<file path="config.mk">
export PLATFORM = sky130hd
export DESIGN_NAME = dgp_port
export DESIGN_NICKNAME = d
export VERILOG_FILES = /design/src/verilog/dgp_pkg.sv /design/src/verilog/dgp_port.sv
export SDC_FILE = /design/constraint.sdc
export NUM_CORES = 1
export LEC_CHECK = 0
export BUFFER_PORTS_ARGS = -buffer_cell sky130_fd_sc_hd__buf_2
export CAP_MARGIN = 20
export CORE_MARGIN = 2
export CORE_UTILIZATION = 54
export CTS_CLUSTER_DIAMETER = 50
export DETAILED_ROUTE_END_ITERATION = 10
export PLACE_DENSITY = 0.77
export REMOVE_ABC_BUFFERS = 1
export SLEW_MARGIN = 20
export SYNTH_ARGS = -nofsm -noshare
export SYNTH_HDL_FRONTEND = slang
export SYNTH_SLANG_ARGS = --single-unit
</file>
<file path="constraint.sdc">
create_clock -name clk_sys -period 1.9 [get_ports clk_sys]
set_input_delay 0.285 -clock clk_sys [delete_from_list [all_inputs] [get_ports clk_sys]]
set_output_delay 0.285 -clock clk_sys [all_outputs]
set_load 0.03 [all_outputs]
</file>
<file path="src/verilog/dgp_pkg.sv">
// Constants shared by the digitizer general-purpose pin block.
// Assumes one data clock; pin inputs arrive synchronous to it.
//
// Notes on behaviour
// RULE1 - Trigger input keeps sampling the event connector even while it drives.
// RULE2 - Pin levels are always captured, whatever the direction.
// RULE3 - A two-way pin driver stays off until direction selects output.
// RULE4 - A driving pin shows the last level written by the write command.
// RULE5 - Reading a driving pin returns the level being driven.
// RULE6 - Twelve single-ended pins, each with own direction and level.
// RULE7 - Differential lines: two inputs, two clock inputs, four outputs.
// RULE8 - Differential pin directions are fixed; no command changes them.
// RULE9 - Custom firmware reads and writes pin values through user registers.
// RULE10 - Event and alignment connectors reach firmware with the same structure.
// RULE11 - Controller selects source, sets output, arms, then writes level one.
// RULE12 - Connector pins route automatically to whichever function is active; code drives fp_pin_oe from fp_dir_r, set by command or firmware.
// RULE13 - Every pin input passes a two-stage synchronizer before use.
package dgp_pkg;

   // ***********************************************************
   // Pin counts and encodings
   // ***********************************************************
   localparam int unsigned SE_PINS    = 12;
   localparam int unsigned DIFF_IN    = 2;
   localparam int unsigned DIFF_CLKIN = 2;
   localparam int unsigned DIFF_OUT   = 4;
   localparam int unsigned FP_PINS    = 2;   // Event input and alignment

   // User register index map for firmware access
   localparam logic [3:0] UREG_SE_DIR   = 4'h0;
   localparam logic [3:0] UREG_SE_LVL   = 4'h1;
   localparam logic [3:0] UREG_SE_IN    = 4'h2;
   localparam logic [3:0] UREG_FP_DIR   = 4'h3;
   localparam logic [3:0] UREG_FP_LVL   = 4'h4;
   localparam logic [3:0] UREG_FP_IN    = 4'h5;
   localparam logic [3:0] UREG_DIFF_OUT = 4'h6;
   localparam logic [3:0] UREG_DIFF_IN  = 4'h7;

   // Reset values
   localparam logic [11:0] SE_DIR_RST  = 12'h000;
   localparam logic [11:0] SE_LVL_RST  = 12'h000;
   localparam logic [1:0]  FP_DIR_RST  = 2'h0;
   localparam logic [1:0]  FP_LVL_RST  = 2'h0;
   localparam logic [3:0]  DOUT_RST    = 4'h0;

endpackage

</file>
<file path="src/verilog/dgp_port.sv">
// Pin logic for front-panel event/alignment connectors and the
// dedicated connector. Software commands and firmware register
// accesses share the same direction and level state.
`timescale 1ns/1ps

module dgp_port (
   // Clock and reset
   input  wire logic        clk_sys,
   input  wire logic        rstn,
   // Software commands, one-cycle strobes
   input  wire logic        set_pin_direction_cmd,
   input  wire logic        write_pin_level_cmd,
   input  wire logic        read_pin_level_cmd,
   input  wire logic [3:0]  cmd_bank,
   input  wire logic [11:0] cmd_mask,
   input  wire logic [11:0] cmd_value,
   output logic             read_valid,
   output logic [11:0]      read_data,
   // Firmware user register access
   input  wire logic        user_reg_write_cmd,
   input  wire logic        user_reg_read_cmd,
   input  wire logic [3:0]  ureg_index,
   input  wire logic [11:0] ureg_wdata,
   output logic             ureg_rvalid,
   output logic [11:0]      ureg_rdata,
   // Front-panel event input and alignment connectors
   input  wire logic [1:0]  fp_pin_i,
   output logic [1:0]       fp_pin_o,
   output logic [1:0]       fp_pin_oe,
   output logic             event_input_level,
   output logic             align_input_level,
   // Dedicated connector single-ended pins
   input  wire logic [11:0] se_pin_i,
   output logic [11:0]      se_pin_o,
   output logic [11:0]      se_pin_oe,
   // Dedicated connector differential lines, fixed direction
   input  wire logic [1:0]  diff_in_pos,
   input  wire logic [1:0]  diff_clk_in_pos,
   output logic [3:0]       diff_out_pos
);

   // ***********************************************************
   // Input synchronisers
   // ***********************************************************
   logic [11:0] se_s1_r, se_s2_r;
   logic [1:0]  fp_s1_r, fp_s2_r;
   logic [3:0]  df_s1_r, df_s2_r;

   always_ff @(posedge clk_sys or negedge rstn) begin
      if (!rstn) begin
         se_s1_r <= 12'h000;
         se_s2_r <= 12'h000;
         fp_s1_r <= 2'h0;
         fp_s2_r <= 2'h0;
         df_s1_r <= 4'h0;
         df_s2_r <= 4'h0;
      end else begin
         // Sampled regardless of direction [RULE2] [RULE13]
         se_s1_r <= se_pin_i;
         se_s2_r <= se_s1_r;
         fp_s1_r <= fp_pin_i;   // [RULE1]
         fp_s2_r <= fp_s1_r;
         df_s1_r <= {diff_clk_in_pos, diff_in_pos};   // [RULE8]
         df_s2_r <= df_s1_r;
      end
   end

   // ***********************************************************
   // Command decode
   // ***********************************************************
   // Bank codes reuse the user register indices so both paths agree
   wire sw_se_dir = set_pin_direction_cmd && cmd_bank == dgp_pkg::UREG_SE_DIR;
   wire sw_fp_dir = set_pin_direction_cmd && cmd_bank == dgp_pkg::UREG_FP_DIR;
   wire sw_se_lvl = write_pin_level_cmd && cmd_bank == dgp_pkg::UREG_SE_LVL;
   wire sw_fp_lvl = write_pin_level_cmd && cmd_bank == dgp_pkg::UREG_FP_LVL;
   wire sw_dout   = write_pin_level_cmd
                    && cmd_bank == dgp_pkg::UREG_DIFF_OUT;

   wire fw_se_dir = user_reg_write_cmd && ureg_index == dgp_pkg::UREG_SE_DIR;
   wire fw_se_lvl = user_reg_write_cmd && ureg_index == dgp_pkg::UREG_SE_LVL;
   wire fw_fp_dir = user_reg_write_cmd && ureg_index == dgp_pkg::UREG_FP_DIR;
   wire fw_fp_lvl = user_reg_write_cmd && ureg_index == dgp_pkg::UREG_FP_LVL;
   wire fw_dout   = user_reg_write_cmd
                    && ureg_index == dgp_pkg::UREG_DIFF_OUT;

   // Masked update; firmware write takes the whole field
   function automatic logic [11:0] merge(input logic [11:0] cur,
                                         input logic [11:0] msk,
                                         input logic [11:0] val);
      merge = (cur & ~msk) | (val & msk);
   endfunction

   logic [11:0] se_dir_r, se_lvl_r;
   logic [1:0]  fp_dir_r, fp_lvl_r;
   logic [3:0]  dout_r;

   // Firmware wins if both land in the same cycle
   wire [11:0] se_dir_nxt = fw_se_dir ? ureg_wdata :
                            sw_se_dir ? merge(se_dir_r, cmd_mask, cmd_value)
                                      : se_dir_r;
   wire [11:0] se_lvl_nxt = fw_se_lvl ? ureg_wdata :
                            sw_se_lvl ? merge(se_lvl_r, cmd_mask, cmd_value)
                                      : se_lvl_r;
   wire [11:0] fp_dm = merge({10'h000, fp_dir_r}, cmd_mask, cmd_value);
   wire [11:0] fp_lm = merge({10'h000, fp_lvl_r}, cmd_mask, cmd_value);
   wire [11:0] do_m  = merge({8'h00, dout_r}, cmd_mask, cmd_value);
   wire [1:0]  fp_dir_nxt = fw_fp_dir ? ureg_wdata[1:0] :
                            sw_fp_dir ? fp_dm[1:0] : fp_dir_r;
   wire [1:0]  fp_lvl_nxt = fw_fp_lvl ? ureg_wdata[1:0] :
                            sw_fp_lvl ? fp_lm[1:0] : fp_lvl_r;
   wire [3:0]  dout_nxt   = fw_dout ? ureg_wdata[3:0] :
                            sw_dout ? do_m[3:0] : dout_r;

   // ***********************************************************
   // Direction, level and pin drive
   // ***********************************************************
   always_ff @(posedge clk_sys or negedge rstn) begin
      if (!rstn) begin
         se_dir_r <= dgp_pkg::SE_DIR_RST;   // Drivers off [RULE3]
         se_lvl_r <= dgp_pkg::SE_LVL_RST;
         fp_dir_r <= dgp_pkg::FP_DIR_RST;
         fp_lvl_r <= dgp_pkg::FP_LVL_RST;
         dout_r   <= dgp_pkg::DOUT_RST;
      end else begin
         se_dir_r <= se_dir_nxt;   // Per-pin control [RULE6] [RULE9]
         se_lvl_r <= se_lvl_nxt;   // [RULE4]
         fp_dir_r <= fp_dir_nxt;   // [RULE10]
         fp_lvl_r <= fp_lvl_nxt;
         dout_r   <= dout_nxt;     // Outputs only [RULE7] [RULE8]
      end
   end

   // Pin outputs registered one stage after the state
   always_ff @(posedge clk_sys or negedge rstn) begin
      if (!rstn) begin
         se_pin_o     <= 12'h000;
         se_pin_oe    <= 12'h000;
         fp_pin_o     <= 2'h0;
         fp_pin_oe    <= 2'h0;
         diff_out_pos <= 4'h0;
      end else begin
         se_pin_oe    <= se_dir_r;              // [RULE3]
         se_pin_o     <= se_lvl_r & se_dir_r;   // [RULE4]
         fp_pin_oe    <= fp_dir_r;              // [RULE12]
         fp_pin_o     <= fp_lvl_r & fp_dir_r;
         diff_out_pos <= dout_r;
      end
   end

   // ***********************************************************
   // Read path
   // ***********************************************************
   // Driving pins report the driven level, avoiding pad round-trip lag
   wire [11:0] se_rd = (se_dir_r & se_lvl_r) | (~se_dir_r & se_s2_r);
   wire [1:0]  fp_rd = (fp_dir_r & fp_lvl_r) | (~fp_dir_r & fp_s2_r);

   function automatic logic [11:0] rd_mux(input logic [3:0] idx,
                                          input logic [11:0] sdir,
                                          input logic [11:0] slvl,
                                          input logic [11:0] srd,
                                          input logic [1:0]  fdir,
                                          input logic [1:0]  flvl,
                                          input logic [1:0]  frd,
                                          input logic [3:0]  dov,
                                          input logic [3:0]  div);
      if (idx == dgp_pkg::UREG_SE_DIR)        rd_mux = sdir;
      else if (idx == dgp_pkg::UREG_SE_LVL)   rd_mux = slvl;
      else if (idx == dgp_pkg::UREG_SE_IN)    rd_mux = srd;
      else if (idx == dgp_pkg::UREG_FP_DIR)   rd_mux = {10'h000, fdir};
      else if (idx == dgp_pkg::UREG_FP_LVL)   rd_mux = {10'h000, flvl};
      else if (idx == dgp_pkg::UREG_FP_IN)    rd_mux = {10'h000, frd};
      else if (idx == dgp_pkg::UREG_DIFF_OUT) rd_mux = {8'h00, dov};
      else if (idx == dgp_pkg::UREG_DIFF_IN)  rd_mux = {8'h00, div};
      else                                    rd_mux = 12'h000;
   endfunction

   wire [11:0] sw_rd = rd_mux(cmd_bank, se_dir_r, se_lvl_r, se_rd,
                              fp_dir_r, fp_lvl_r, fp_rd, dout_r, df_s2_r);
   wire [11:0] fw_rd = rd_mux(ureg_index, se_dir_r, se_lvl_r, se_rd,
                              fp_dir_r, fp_lvl_r, fp_rd, dout_r, df_s2_r);

   always_ff @(posedge clk_sys or negedge rstn) begin
      if (!rstn) begin
         read_valid        <= 1'b0;
         read_data         <= 12'h000;
         ureg_rvalid       <= 1'b0;
         ureg_rdata        <= 12'h000;
         event_input_level <= 1'b0;
         align_input_level <= 1'b0;
      end else begin
         read_valid  <= read_pin_level_cmd;
         if (read_pin_level_cmd) begin
            read_data <= sw_rd;   // [RULE2] [RULE5]
         end
         ureg_rvalid <= user_reg_read_cmd;
         if (user_reg_read_cmd) begin
            ureg_rdata <= fw_rd;   // [RULE9]
         end
         // Pad level, never the internal level [RULE1] [RULE11]
         event_input_level <= fp_s2_r[0];
         align_input_level <= fp_s2_r[1];
      end
   end
endmodule // dgp_port

</file>
### After elaboration in Yosys (flattened, before gate mapping)

Cells that the tools add are included.
Widths: inputs -> output; s select.

* eq/ne operators: 14
* mux-type cells: 26
* bitwise logic cells: 20
* reduce and logical (&&, ||, !) cells: 17

Operator list (count)
* $mux 12: 10
* $and 12x12->12: 5
* $mux 4: 12
* $or 12x12->12: 3
* $eq 4x3->1 const B: 8
* $not 12->12: 2
* $eq 4x2->1 const B: 4
* $logic_and 1x1->1: 10
* $reduce_bool 2->1: 5
* $and 2x2->2: 4
* $eq 4x1->1 const B: 2
* $logic_not 4->1: 2
* $mux 2: 4
* $or 2x2->2: 3
* $and 4x4->4: 1
* $or 4x4->4: 1
* $not 2->2: 1

* bits in registers: 128
* output and inout bits: 60

### Logic depth before layout (Yosys ltp)

Gate-level depths: netlist (run 1).

* depth in word-level cells: 9
* gate-level depth with buffers: 6

### Worst setup path after synthesis (run 1)

Ideal clock, no wire load.

* kind: input-to-reg
* from: input port cmd_bank[2]
* to: register read_data[0]
* library setup time: 123 ps
* arrival: 1295 ps
* required time: 1777 ps
* path slack: 482 ps
* cell stages on the path: 6
* buffers on the path: 2
* path through: buf_6 -> nor4b_4 -> buf_6 -> a21oi_1 -> o21ai_0 -> o2bb2ai_1

* cells in the longest elaborated chain, start to end: 9
* elaborated cells between the ends (all ways): 16

RTL lines
* start: declaration: RTL line dgp_port.sv:14 `input wire logic [3:0] cmd_bank,`
* $eq 4x3->1: RTL line dgp_port.sv:173 `else if (idx == dgp_pkg::UREG_DIFF_IN) rd_mux = {8'h00, div};`
* $mux 4: RTL line dgp_port.sv:173
* $mux 4: RTL line dgp_port.sv:172 `else if (idx == dgp_pkg::UREG_DIFF_OUT) rd_mux = {8'h00, dov};`
* $mux 4: RTL line dgp_port.sv:171 `else if (idx == dgp_pkg::UREG_FP_IN) rd_mux = {10'h000, frd};`
* $mux 4: RTL line dgp_port.sv:170 `else if (idx == dgp_pkg::UREG_FP_LVL) rd_mux = {10'h000, flvl};`
* $mux 4: RTL line dgp_port.sv:169 `else if (idx == dgp_pkg::UREG_FP_DIR) rd_mux = {10'h000, fdir};`
* $mux 12: RTL line dgp_port.sv:168 `else if (idx == dgp_pkg::UREG_SE_IN) rd_mux = srd;`
* $mux 12: RTL line dgp_port.sv:167 `else if (idx == dgp_pkg::UREG_SE_LVL) rd_mux = slvl;`
* $mux 12 *: RTL line dgp_port.sv:166 `if (idx == dgp_pkg::UREG_SE_DIR) rd_mux = sdir;`
* end signal: assignment: RTL line dgp_port.sv:193 `read_data <= sw_rd;`
* end: declaration: RTL line dgp_port.sv:18 `output logic [11:0] read_data,`

Mark *: on every way between the ends. The rest lies on a longest branch, timed or not.
A chain may end at the register's enable or synchronous reset.

==> results_dict.tcl, run 1 <==
set metrics [dict create \
    startpoint_type "flop" \
    ys_ff_latch 128 \
    grt.met3_usage_pct 6.31 \
    numCtsBuffers 17 \
    grt_max_degree 41 \
    met1_usage_pct 39.6 \
    die_y_um 106 \
    crit_arrival_ns 1.93 \
    hold_viol 0 \
    dieArea_mm2 0.0112 \
    vias 4803 \
    layout_min_cycle_time_ns 1.52 \
    gr-max-usage-layer "met2" \
    tns_ns 0 \
    setup_viol 0 \
    timing.final.crit_share_pct 80.1 \
    fin_util_pct 72.6 \
    num_rows 37 \
    clock-sinks 128 \
    tightest_slew_ns 0.562 \
    yosys_most_used_dff "dfrtp_1" \
    p_leak_nw 3.68 \
    fin_cells 823 \
    fp.dieW_um 106 \
    via_per_inst 5.84 \
    grt_pass1_vias 4745 \
    postRouteWirelength_um 15700 \
    synth_area_per_cell_um2 11.1 \
    synth_cells 505 \
    status "finished, final reports clean" \
    min_path_cells 1 \
    h-tree-depth 4 \
    synth_common_cells "128 x dfrtp_1, 41 x mux2i_1, 38 x o21ai_0, 31 x nand3_1, 28 x nor2_1" \
    core-area_mm2 0.0102 \
    cts_root_buf "clkbuf_8" \
    area_delta_synth_final_pct 32.2 \
    grt_usage_pct 29.7 \
    drive_gt1_share_pct 28.7 \
    synth.area.top_cells "dfrtp_1 57%, mux2i_1 7.3%, o21ai_0 3.4%, nand3_1 2.8%, a21oi_1 2.4%" \
    gp_congestion 0.923 \
    post_cts_buffers 0 \
    ir_drop_mv 0.838 \
    synth_top_area_cell "dfrtp_1" \
    drtAntennaViolNets 0 \
    drv_cap 0 \
    fin_nets 745 \
    crit_type "reg2reg" \
    grt_pass1_wl_um 24900 \
    rsz0062_at_grt "no" \
    min_path_type "in2reg" \
    clk-insertion-delay-late_ns 0.54 \
    clockBufferDepth 2 \
    dr.pass1.iters 8 \
    port_buffers 128 \
    synth-edff-count 0 \
    cts_resized 0 \
    finClkSkew_ns 0.00500 \
    relSlewSlack_pct 62.5 \
    r2r_cells 4 \
    initial_utilization_pct 54.9 \
    synthMostInstantiatedCell "dfrtp_1" \
    yosys_warnings 0 \
    wire_per_inst_um 19.0 \
    antenna_cells 0 \
    drt_iter0_markers 332 \
    dp_hpwl_um 10600 \
    synth.distinct_cells 48 \
    clk_pin_slew_ns 0.06 \
    async_flop_share_pct 100 \
    io-pin-count 129 \
    drc_errors 0 \
    grt_overflow 0 \
    yosysSeqAreaShare_pct 57.3 \
    clock.fmax_mhz 657 \
    synth_top_area_share_pct 57.3 \
    power.density_mw_per_mm2 1160 \
    netlist_area_mm2 0.00559 \
    cts_tree "built" \
    crit_path_end_kind "flop" \
    dp_cells 764 \
    cp_max_fo 7 \
    slew_violations 0 \
    required_ns 2.30 \
    hold_buffers 29 \
    antenna_found_initial 0 \
    grt.met2_usage_pct 46.8 \
]
==> layout by cell type (no fill, tap or decap), drive strengths merged, types with 2 or more instances in the layout <==
cell / Yosys / routed
buf: 20 / 152
dfrtp: 128 / 128
o21ai: 42 / 42
mux2i: 41 / 41
nand3: 31 / 31
dlygate4sd3: 0 / 29
nor2: 28 / 28
a21oi: 27 / 27
inv: 26 / 26
clkbuf: 9 / 26
nand2: 24 / 24
and2: 16 / 16
o22ai: 12 / 12
a31oi: 10 / 10
o2bb2ai: 10 / 10
nand3b: 9 / 9
a21o: 9 / 9
a21boi: 8 / 8
a22oi: 7 / 7
mux2: 7 / 7
nand2b: 7 / 7
a221oi: 3 / 3
nor4b: 3 / 3
nand4: 3 / 3
bufinv: 0 / 3
and3b: 2 / 2
o32ai: 2 / 2
nor2b: 2 / 2
a2111oi: 2 / 2
nor4: 2 / 2
nor3: 2 / 2
==> critical path: stages (launching register included) <==
cell,delay (ns)
dfrtp_1,0.46
nand2b_1,0.15
mux2_2,0.34
o2111ai_1,0.29
a311oi_1,0.14
==> per-stage QoR <==
stage	worst slack [ns]	area, um2	power [mW]	hold slack, ns
2_1_floorplan	-0.568	5440	4.48	-0.0106
3_3_place_gp	0.258	6480	5.12	0.300
6_report	0.378	7390	8.60	0.0453
3_5_place_dp	0.224	6480	5.19	0.309
5_1_grt	0.309	7390	8.94	0.0222
4_1_cts	0.397	7390	8.61	0.0170
==> metal layers <==
metal,vias up,part of all wire (%)
met3,44,8.7
met4,0,2.9
met5,-,0
met1,2323,39
met2,284,49
li1,2152,-
==> final timing paths <==
path	slack [ns]	to	startpoint
max	0.38	ureg_rdata[0]	flop
min	0.05	read_valid	read_pin_level_cmd
max reg2reg	0.38	ureg_rdata[0]	flop
min reg2reg	0.34	se_s2_r[7]	se_s1_r[7]
max in group asynchronous	0.98	async pin	rstn
min in group asynchronous	0.31	df_s1_r[2]	rstn
==> cell type report <==
class | count | area [um2]
multi-input cells | 322 | 2150
flip-flops and latches | 128 | 3200
repair buffers | 181 | 1150
well taps | 136 | 170
clock buffers | 26 | 528
inverters | 26 | 97.6
fillers | 754 | 2790
clock inverters | 4 | 95.1
==> where the power goes <==
| group | internal (mW) | total [mW] | leakage, nW | switching [mW] |
|---|---|---|---|---|
| logic | 0.643 | 1.69 | 1.81 | 1.04 |
| registers | 3.16 | 3.52 | 1.56 | 0.369 |
| clock network | 2.26 | 3.39 | 0.309 | 1.12 |
==> kinds of logic after synthesis <==
kind of cell,synth area share [%]
AND/OR/NAND/NOR,13.2
AO/OA/AOI/OAI,15.9
flip-flops,57.3
multiplexers,9.15
buffers and inverters,4.41
(Power assumes the default switching activity.)
==> run 2: changes to the inputs <==
==> constraint.sdc (replaced) <==
create_clock -name clk_sys -period 1.5 [get_ports clk_sys]
set_input_delay 0.225 -clock clk_sys [delete_from_list [all_inputs] [get_ports clk_sys]]
set_output_delay 0.225 -clock clk_sys [all_outputs]
set_load 0.03 [all_outputs]
==> results_dict.tcl, run 2 (synthesis gave the netlist of run 1 again) <==
set metrics [dict create \
    status "finished, final reports clean" \
    power.density_mw_per_mm2 1440 \
    grt_max_degree 36 \
    pwr-share-seq_pct 39.9 \
    antenna_found_initial 0 \
    cts_tree "built" \
    layout_min_cycle_time_ns 1.48 \
    drtAntennaViolNets 0 \
    intPower_mw 7.78 \
    antenna_cells 0 \
    num_rows 37 \
    comb_power_share_pct 20.7 \
    cp_slowest_stage_delay_ns 0.44 \
    dp_cells 780 \
    fin_nets 773 \
    initial_utilization_pct 54.9 \
    dr.pass1.iters 5 \
    cts_root_buf "clkbuf_8" \
    min_path_type "in2reg" \
    drv_cap 0 \
    core-area_mm2 0.0102 \
    hold_viol 0 \
    dieArea_mm2 0.0112 \
    seqCellArea_mm2 0.00321 \
    p_total_mw 11.1 \
    slowest_stage "dfrtp_1" \
    gp_congestion 0.905 \
    crit_path_end_kind "flop" \
    grt_overflow 0 \
    multi_input_area_mm2 0.00215 \
    vias 5009 \
    crit_chain "mux2i_1 > o21ai_0 > a221oi_1 > o32ai_1" \
    p_leak_nw 3.84 \
    drive_gt1_share_pct 31.5 \
    slew_violations 0 \
    crit_type "reg2reg" \
    port_buffers 128 \
    cp_max_fo 5 \
    numCtsBuffers 17 \
    h-tree-depth 4 \
    crit_arrival_ns 1.88 \
    area_delta_synth_final_pct 37.9 \
    ir_drop_mv 0.982 \
    io-pin-count 129 \
    drt_iter0_markers 421 \
    power_frac_clock_pct 39.4 \
    timing.final.crit_share_pct 99.0 \
    via_per_inst 5.87 \
    switchingPower_mw 3.34 \
    drc_errors 0 \
    tns_ns 0 \
    die_y_um 106 \
    required_ns 1.89 \
    startpoint_type "flop" \
    setup_viol 0 \
    clk-insertion-delay-late_ns 0.53 \
    relSlewSlack_pct 66.0 \
    fin_cells 853 \
    grt_pass1_vias 5100 \
    setup_slack_ns 0.0151 \
    dp_hpwl_um 10900 \
    finClkSkew_ns 0.0124 \
    place_ws_ns -0.0199 \
    wire_per_inst_um 19.6 \
    clockBufferDepth 2 \
    clock-sinks 128 \
    final_cell_mix "126 x dfrtp_1, 126 x buf_2, 41 x mux2i_1, 41 x buf_4, 38 x o21ai_0" \
    clock.fmax_mhz 673 \
    netSwitchingFraction_pct 30.1 \
    grt_pass1_wl_um 26200 \
    fillers 665 \
    tightest_slew_ns 0.511 \
    clk_pin_slew_ns 0.06 \
    fp.dieW_um 106 \
    grt_usage_pct 30.9 \
    postRouteWirelength_um 16700 \
    holdWs_ns 0.0150 \
]
[run 2: cell count changes in the layout (fill, tap and decap cells not counted), moves of 2 or more]
cell           delta
clkbuf_8          -4
dlygate4sd3_1     +3
buf_4            +19
clkinvlp_4        +2
dfrtp_1           -2
buf_12            +5
dfrtp_2           +2
[run 2: final cells by class]
| class | instances | area share (%) |
|---|---|---|
| well taps | 136 | 2.21 |
| clock buffers | 23 | 6.18 |
| multi-input cells | 322 | 27.9 |
| clock inverters | 9 | 2.00 |
| inverters | 26 | 1.27 |
| flip-flops and latches | 128 | 41.6 |
| repair buffers | 209 | 18.8 |
[run 2: timing repair]
item / CTS / global route
endpoints found under the hold margin: 72 / 0
setup endpoints to repair: 0 / 5
hold buffers: 32 / 0
buffers inserted: 0 / 8
gates resized for setup: 0 / 7
[run 2: critical path, delay by kind of cell, from the launching register on]
family	cells	cell delay, ns
mux	1	0.23
compound gates	3	0.68
flops	1	0.44
[run 2: final timing paths]
kind | startpoint | slack (ns) | cells past startpoint | to
max | flop | 0.02 | 4 | ureg_rdata[2]
min | ureg_wdata[1] | 0.02 | 3 | flop
max reg2reg | flop | 0.02 | 4 | ureg_rdata[2]
min reg2reg | fp_s1_r[0] | 0.35 | 0 | fp_s2_r[0]
max in group asynchronous | rstn | 0.75 | 3 | read_valid
min in group asynchronous | rstn | 0.21 | 2 | async pin
[run 2: metrics by stage]
step           instance area (um2)  utilization (%)
2_1_floorplan                 5440                -
5_1_grt                       7710             75.7
3_3_place_gp                  6650             65.3
6_report                      7710             75.7
4_1_cts                       7600             74.6
3_5_place_dp                  6650             65.3
[run 2: layer usage]
metal	global-route usage, %	routed length, um	vias up
met1	39.6	6690	2503
li1	-	-	2215
met2	50.4	8420	252
met5	0	0	-
met3	7.79	1210	39
met4	12.6	410	0
[run 2: power by group through the flow]
stage	clock [mW]	sequential (mW)	combinational [mW]
after global placement	0	4.44	2.11
after detailed placement	0	4.47	2.16
after CTS	4.41	4.42	2.26
final	4.38	4.44	2.30
after floorplan	0	4.93	0.740
after global routing	4.57	4.50	2.48
==> run 3: changes to the inputs <==
--- a/config.mk
+++ b/config.mk
@@ -5,13 +5,15 @@
 export SDC_FILE = /design/constraint.sdc
 export NUM_CORES = 1
 export LEC_CHECK = 0
+export ABC_CLOCK_PERIOD_IN_PS = 1500
 export BUFFER_PORTS_ARGS = -buffer_cell sky130_fd_sc_hd__buf_2
 export CAP_MARGIN = 20
 export CORE_MARGIN = 2
-export CORE_UTILIZATION = 54
+export CORE_UTILIZATION = 56
+export CTS_BUF_LIST = sky130_fd_sc_hd__clkbuf_4
 export CTS_CLUSTER_DIAMETER = 50
 export DETAILED_ROUTE_END_ITERATION = 10
-export PLACE_DENSITY = 0.77
+export PLACE_DENSITY = 0.79
 export REMOVE_ABC_BUFFERS = 1
 export SLEW_MARGIN = 20
 export SYNTH_ARGS = -nofsm -noshare
==> constraint.sdc (replaced) <==
create_clock -name clk_sys -period 1.5 [get_ports clk_sys]
set_input_delay 0.075 -clock clk_sys [delete_from_list [all_inputs] [get_ports clk_sys]]
set_output_delay 0.075 -clock clk_sys [all_outputs]
set_load 0.03 [all_outputs]
==> results_dict.tcl, run 3 (synthesis gave the netlist of run 1 again) <==
set metrics [dict create \
    status "finished, final reports clean" \
    rsz0062_at_grt "no" \
    grt_usage_pct 32.4 \
    setup_slack_ns 0.0562 \
    relSlewSlack_pct 65.9 \
    die_y_um 104 \
    vias 5087 \
    crit_arrival_ns 1.91 \
    core-area_mm2 0.00973 \
    clock-sinks 128 \
    wire_per_inst_um 18.6 \
    power_frac_clock_pct 27.3 \
    port_buffers 128 \
    grt_pass1_wl_um 26600 \
    crit_chain "buf_2 > nor4_2 > buf_4 > nand3_1 > mux2i_1 > dlygate4sd3_1 > a21oi_1" \
    grt_pass1_vias 5236 \
    crit_type "in2reg" \
    final_area_mm2 0.00770 \
    dieArea_mm2 0.0108 \
    critPathBufInv 3 \
    clk-insertion-delay-late_ns 0.55 \
    hold_viol 0 \
    power.density_mw_per_mm2 1240 \
    clock.fmax_mhz 693 \
    area_delta_synth_final_pct 37.7 \
    pwr-share-seq_pct 46.3 \
    r2r_cells 4 \
    numCtsBuffers 17 \
    cp_max_fo 12 \
    final_cell_mix "128 x dfrtp_1, 127 x buf_2, 81 x dlygate4sd3_1, 41 x mux2i_1, 38 x o21ai_0" \
    critPathTopFamily "buffers and inverters" \
    finClkSkew_ns 0.0187 \
    grt_overflow 0 \
    layout_min_cycle_time_ns 1.44 \
    cts_root_buf "clkbuf_4" \
    fp.dieW_um 104 \
    placed_cell_area_mm2 0.00654 \
    slowest_stage "dlygate4sd3_1" \
    initial_utilization_pct 57.5 \
    required_ns 1.96 \
    drc_errors 0 \
    p_leak_nw 3.81 \
    postRouteWirelength_um 16400 \
    startpoint_type "input pin" \
    dp_hpwl_um 10500 \
    worstHoldStart "cmd_bank[3]" \
    clk_pin_slew_ns 0.11 \
    min_path_type "in2reg" \
    tightest_slew_ns 0.511 \
    drv_cap 0 \
    num_rows 36 \
    comb_power_share_pct 26.4 \
    antenna_found_initial 1 \
    dr.pass1.iters 6 \
    hold_end "read_data[3]" \
    switchingPower_mw 3.17 \
    min_path_cells 3 \
    h-tree-depth 4 \
    timing.final.crit_share_pct 96.3 \
    post_cts_buffers 0 \
    fin_nets 806 \
    netSwitchingFraction_pct 33.1 \
    final_common_cell "dfrtp_1" \
    cp_slowest_stage_delay_ns 0.56 \
    regToRegSetupSlack_ns 0.06 \
    intPower_mw 6.40 \
    io-pin-count 129 \
    r2r-start "se_s2_r[1]" \
    drtAntennaViolNets 0 \
    drt_iter0_markers 352 \
    crit_path_end_kind "flop" \
    drive_gt1_share_pct 27.7 \
    place_ws_ns 0.0315 \
    ir_drop_mv 1.07 \
    slew_violations 0 \
    grt_max_degree 42 \
    fin_util_pct 79.2 \
    setup_viol 0 \
    clockBufferDepth 2 \
    via_per_inst 5.75 \
    r2r-end "ureg_rdata[1]" \
    holdWs_ns 0.0530 \
    cts_tree "built" \
    gp_congestion 0.896 \
    fillers 647 \
]
## run 3: through the flow
stage	power [mW]	TNS [ns]	cells
6_report	9.57	0	884
3_5_place_dp	6.59	0	769
4_1_cts	9.54	0	883
3_3_place_gp	6.53	-0.00776	769
2_1_floorplan	5.67	-13.36	476
5_1_grt	10.0	0	884
## run 3: worst max-delay path by stage
stage | slack [ns] | from | cells after the start | to
2_1_floorplan | -0.76 | cmd_bank[2] | 4 | flop
3_3_place_gp | -0.008 | flop | 5 | read_data[1]
3_5_place_dp | 0.03 | flop | 5 | read_data[1]
4_1_cts | 0.003 | se_s2_r[1] | 4 | ureg_rdata[1]
5_1_grt | 0.01 | flop | 4 | ureg_rdata[0]
6_report | 0.06 | cmd_bank[2] | 7 | flop
## run 3: area by class of cell
type | instances | area, um2 | share of cell area [%]
well taps | 133 | 166 | 2.16
inverters | 26 | 97.6 | 1.27
flip-flops and latches | 128 | 3200 | 41.6
multi-input cells | 322 | 2160 | 28.1
clock buffers | 17 | 128 | 1.66
diodes | 1 | 2.50 | 0.0325
repair buffers | 242 | 1750 | 22.7
clock inverters | 15 | 191 | 2.49
## run 3: per-layer routing
| metal | vias to the layer above | GRT usage, % | part of all wire, % |
|---|---|---|---|
| met2 | 272 | 52.2 | 49 |
| met1 | 2461 | 39.7 | 39 |
| li1 | 2282 | - | - |
| met4 | 0 | 18.5 | 4.2 |
| met5 | - | 0 | 0 |
| met3 | 72 | 8.52 | 7.7 |
## run 3: timing repair
action,CTS,global route
setup endpoints to repair,1,2
hold endpoints to repair,192,0
pin swaps,0,1
hold buffers,82,0
resized for setup,1,2
## run 3: worst min-delay path, cell delays in order
cell      delay [ns]
buf_2           0.25
nand4b_1        0.15
a31oi_1         0.08
## run 3: power by group through the flow
stage / registers [mW] / clock network (mW) / logic [mW]
floorplan: 4.93 / 0 / 0.740
global placement: 4.46 / 0 / 2.07
detailed placement: 4.48 / 0 / 2.12
CTS: 4.41 / 2.64 / 2.48
global route: 4.50 / 2.82 / 2.71
finish: 4.43 / 2.61 / 2.52
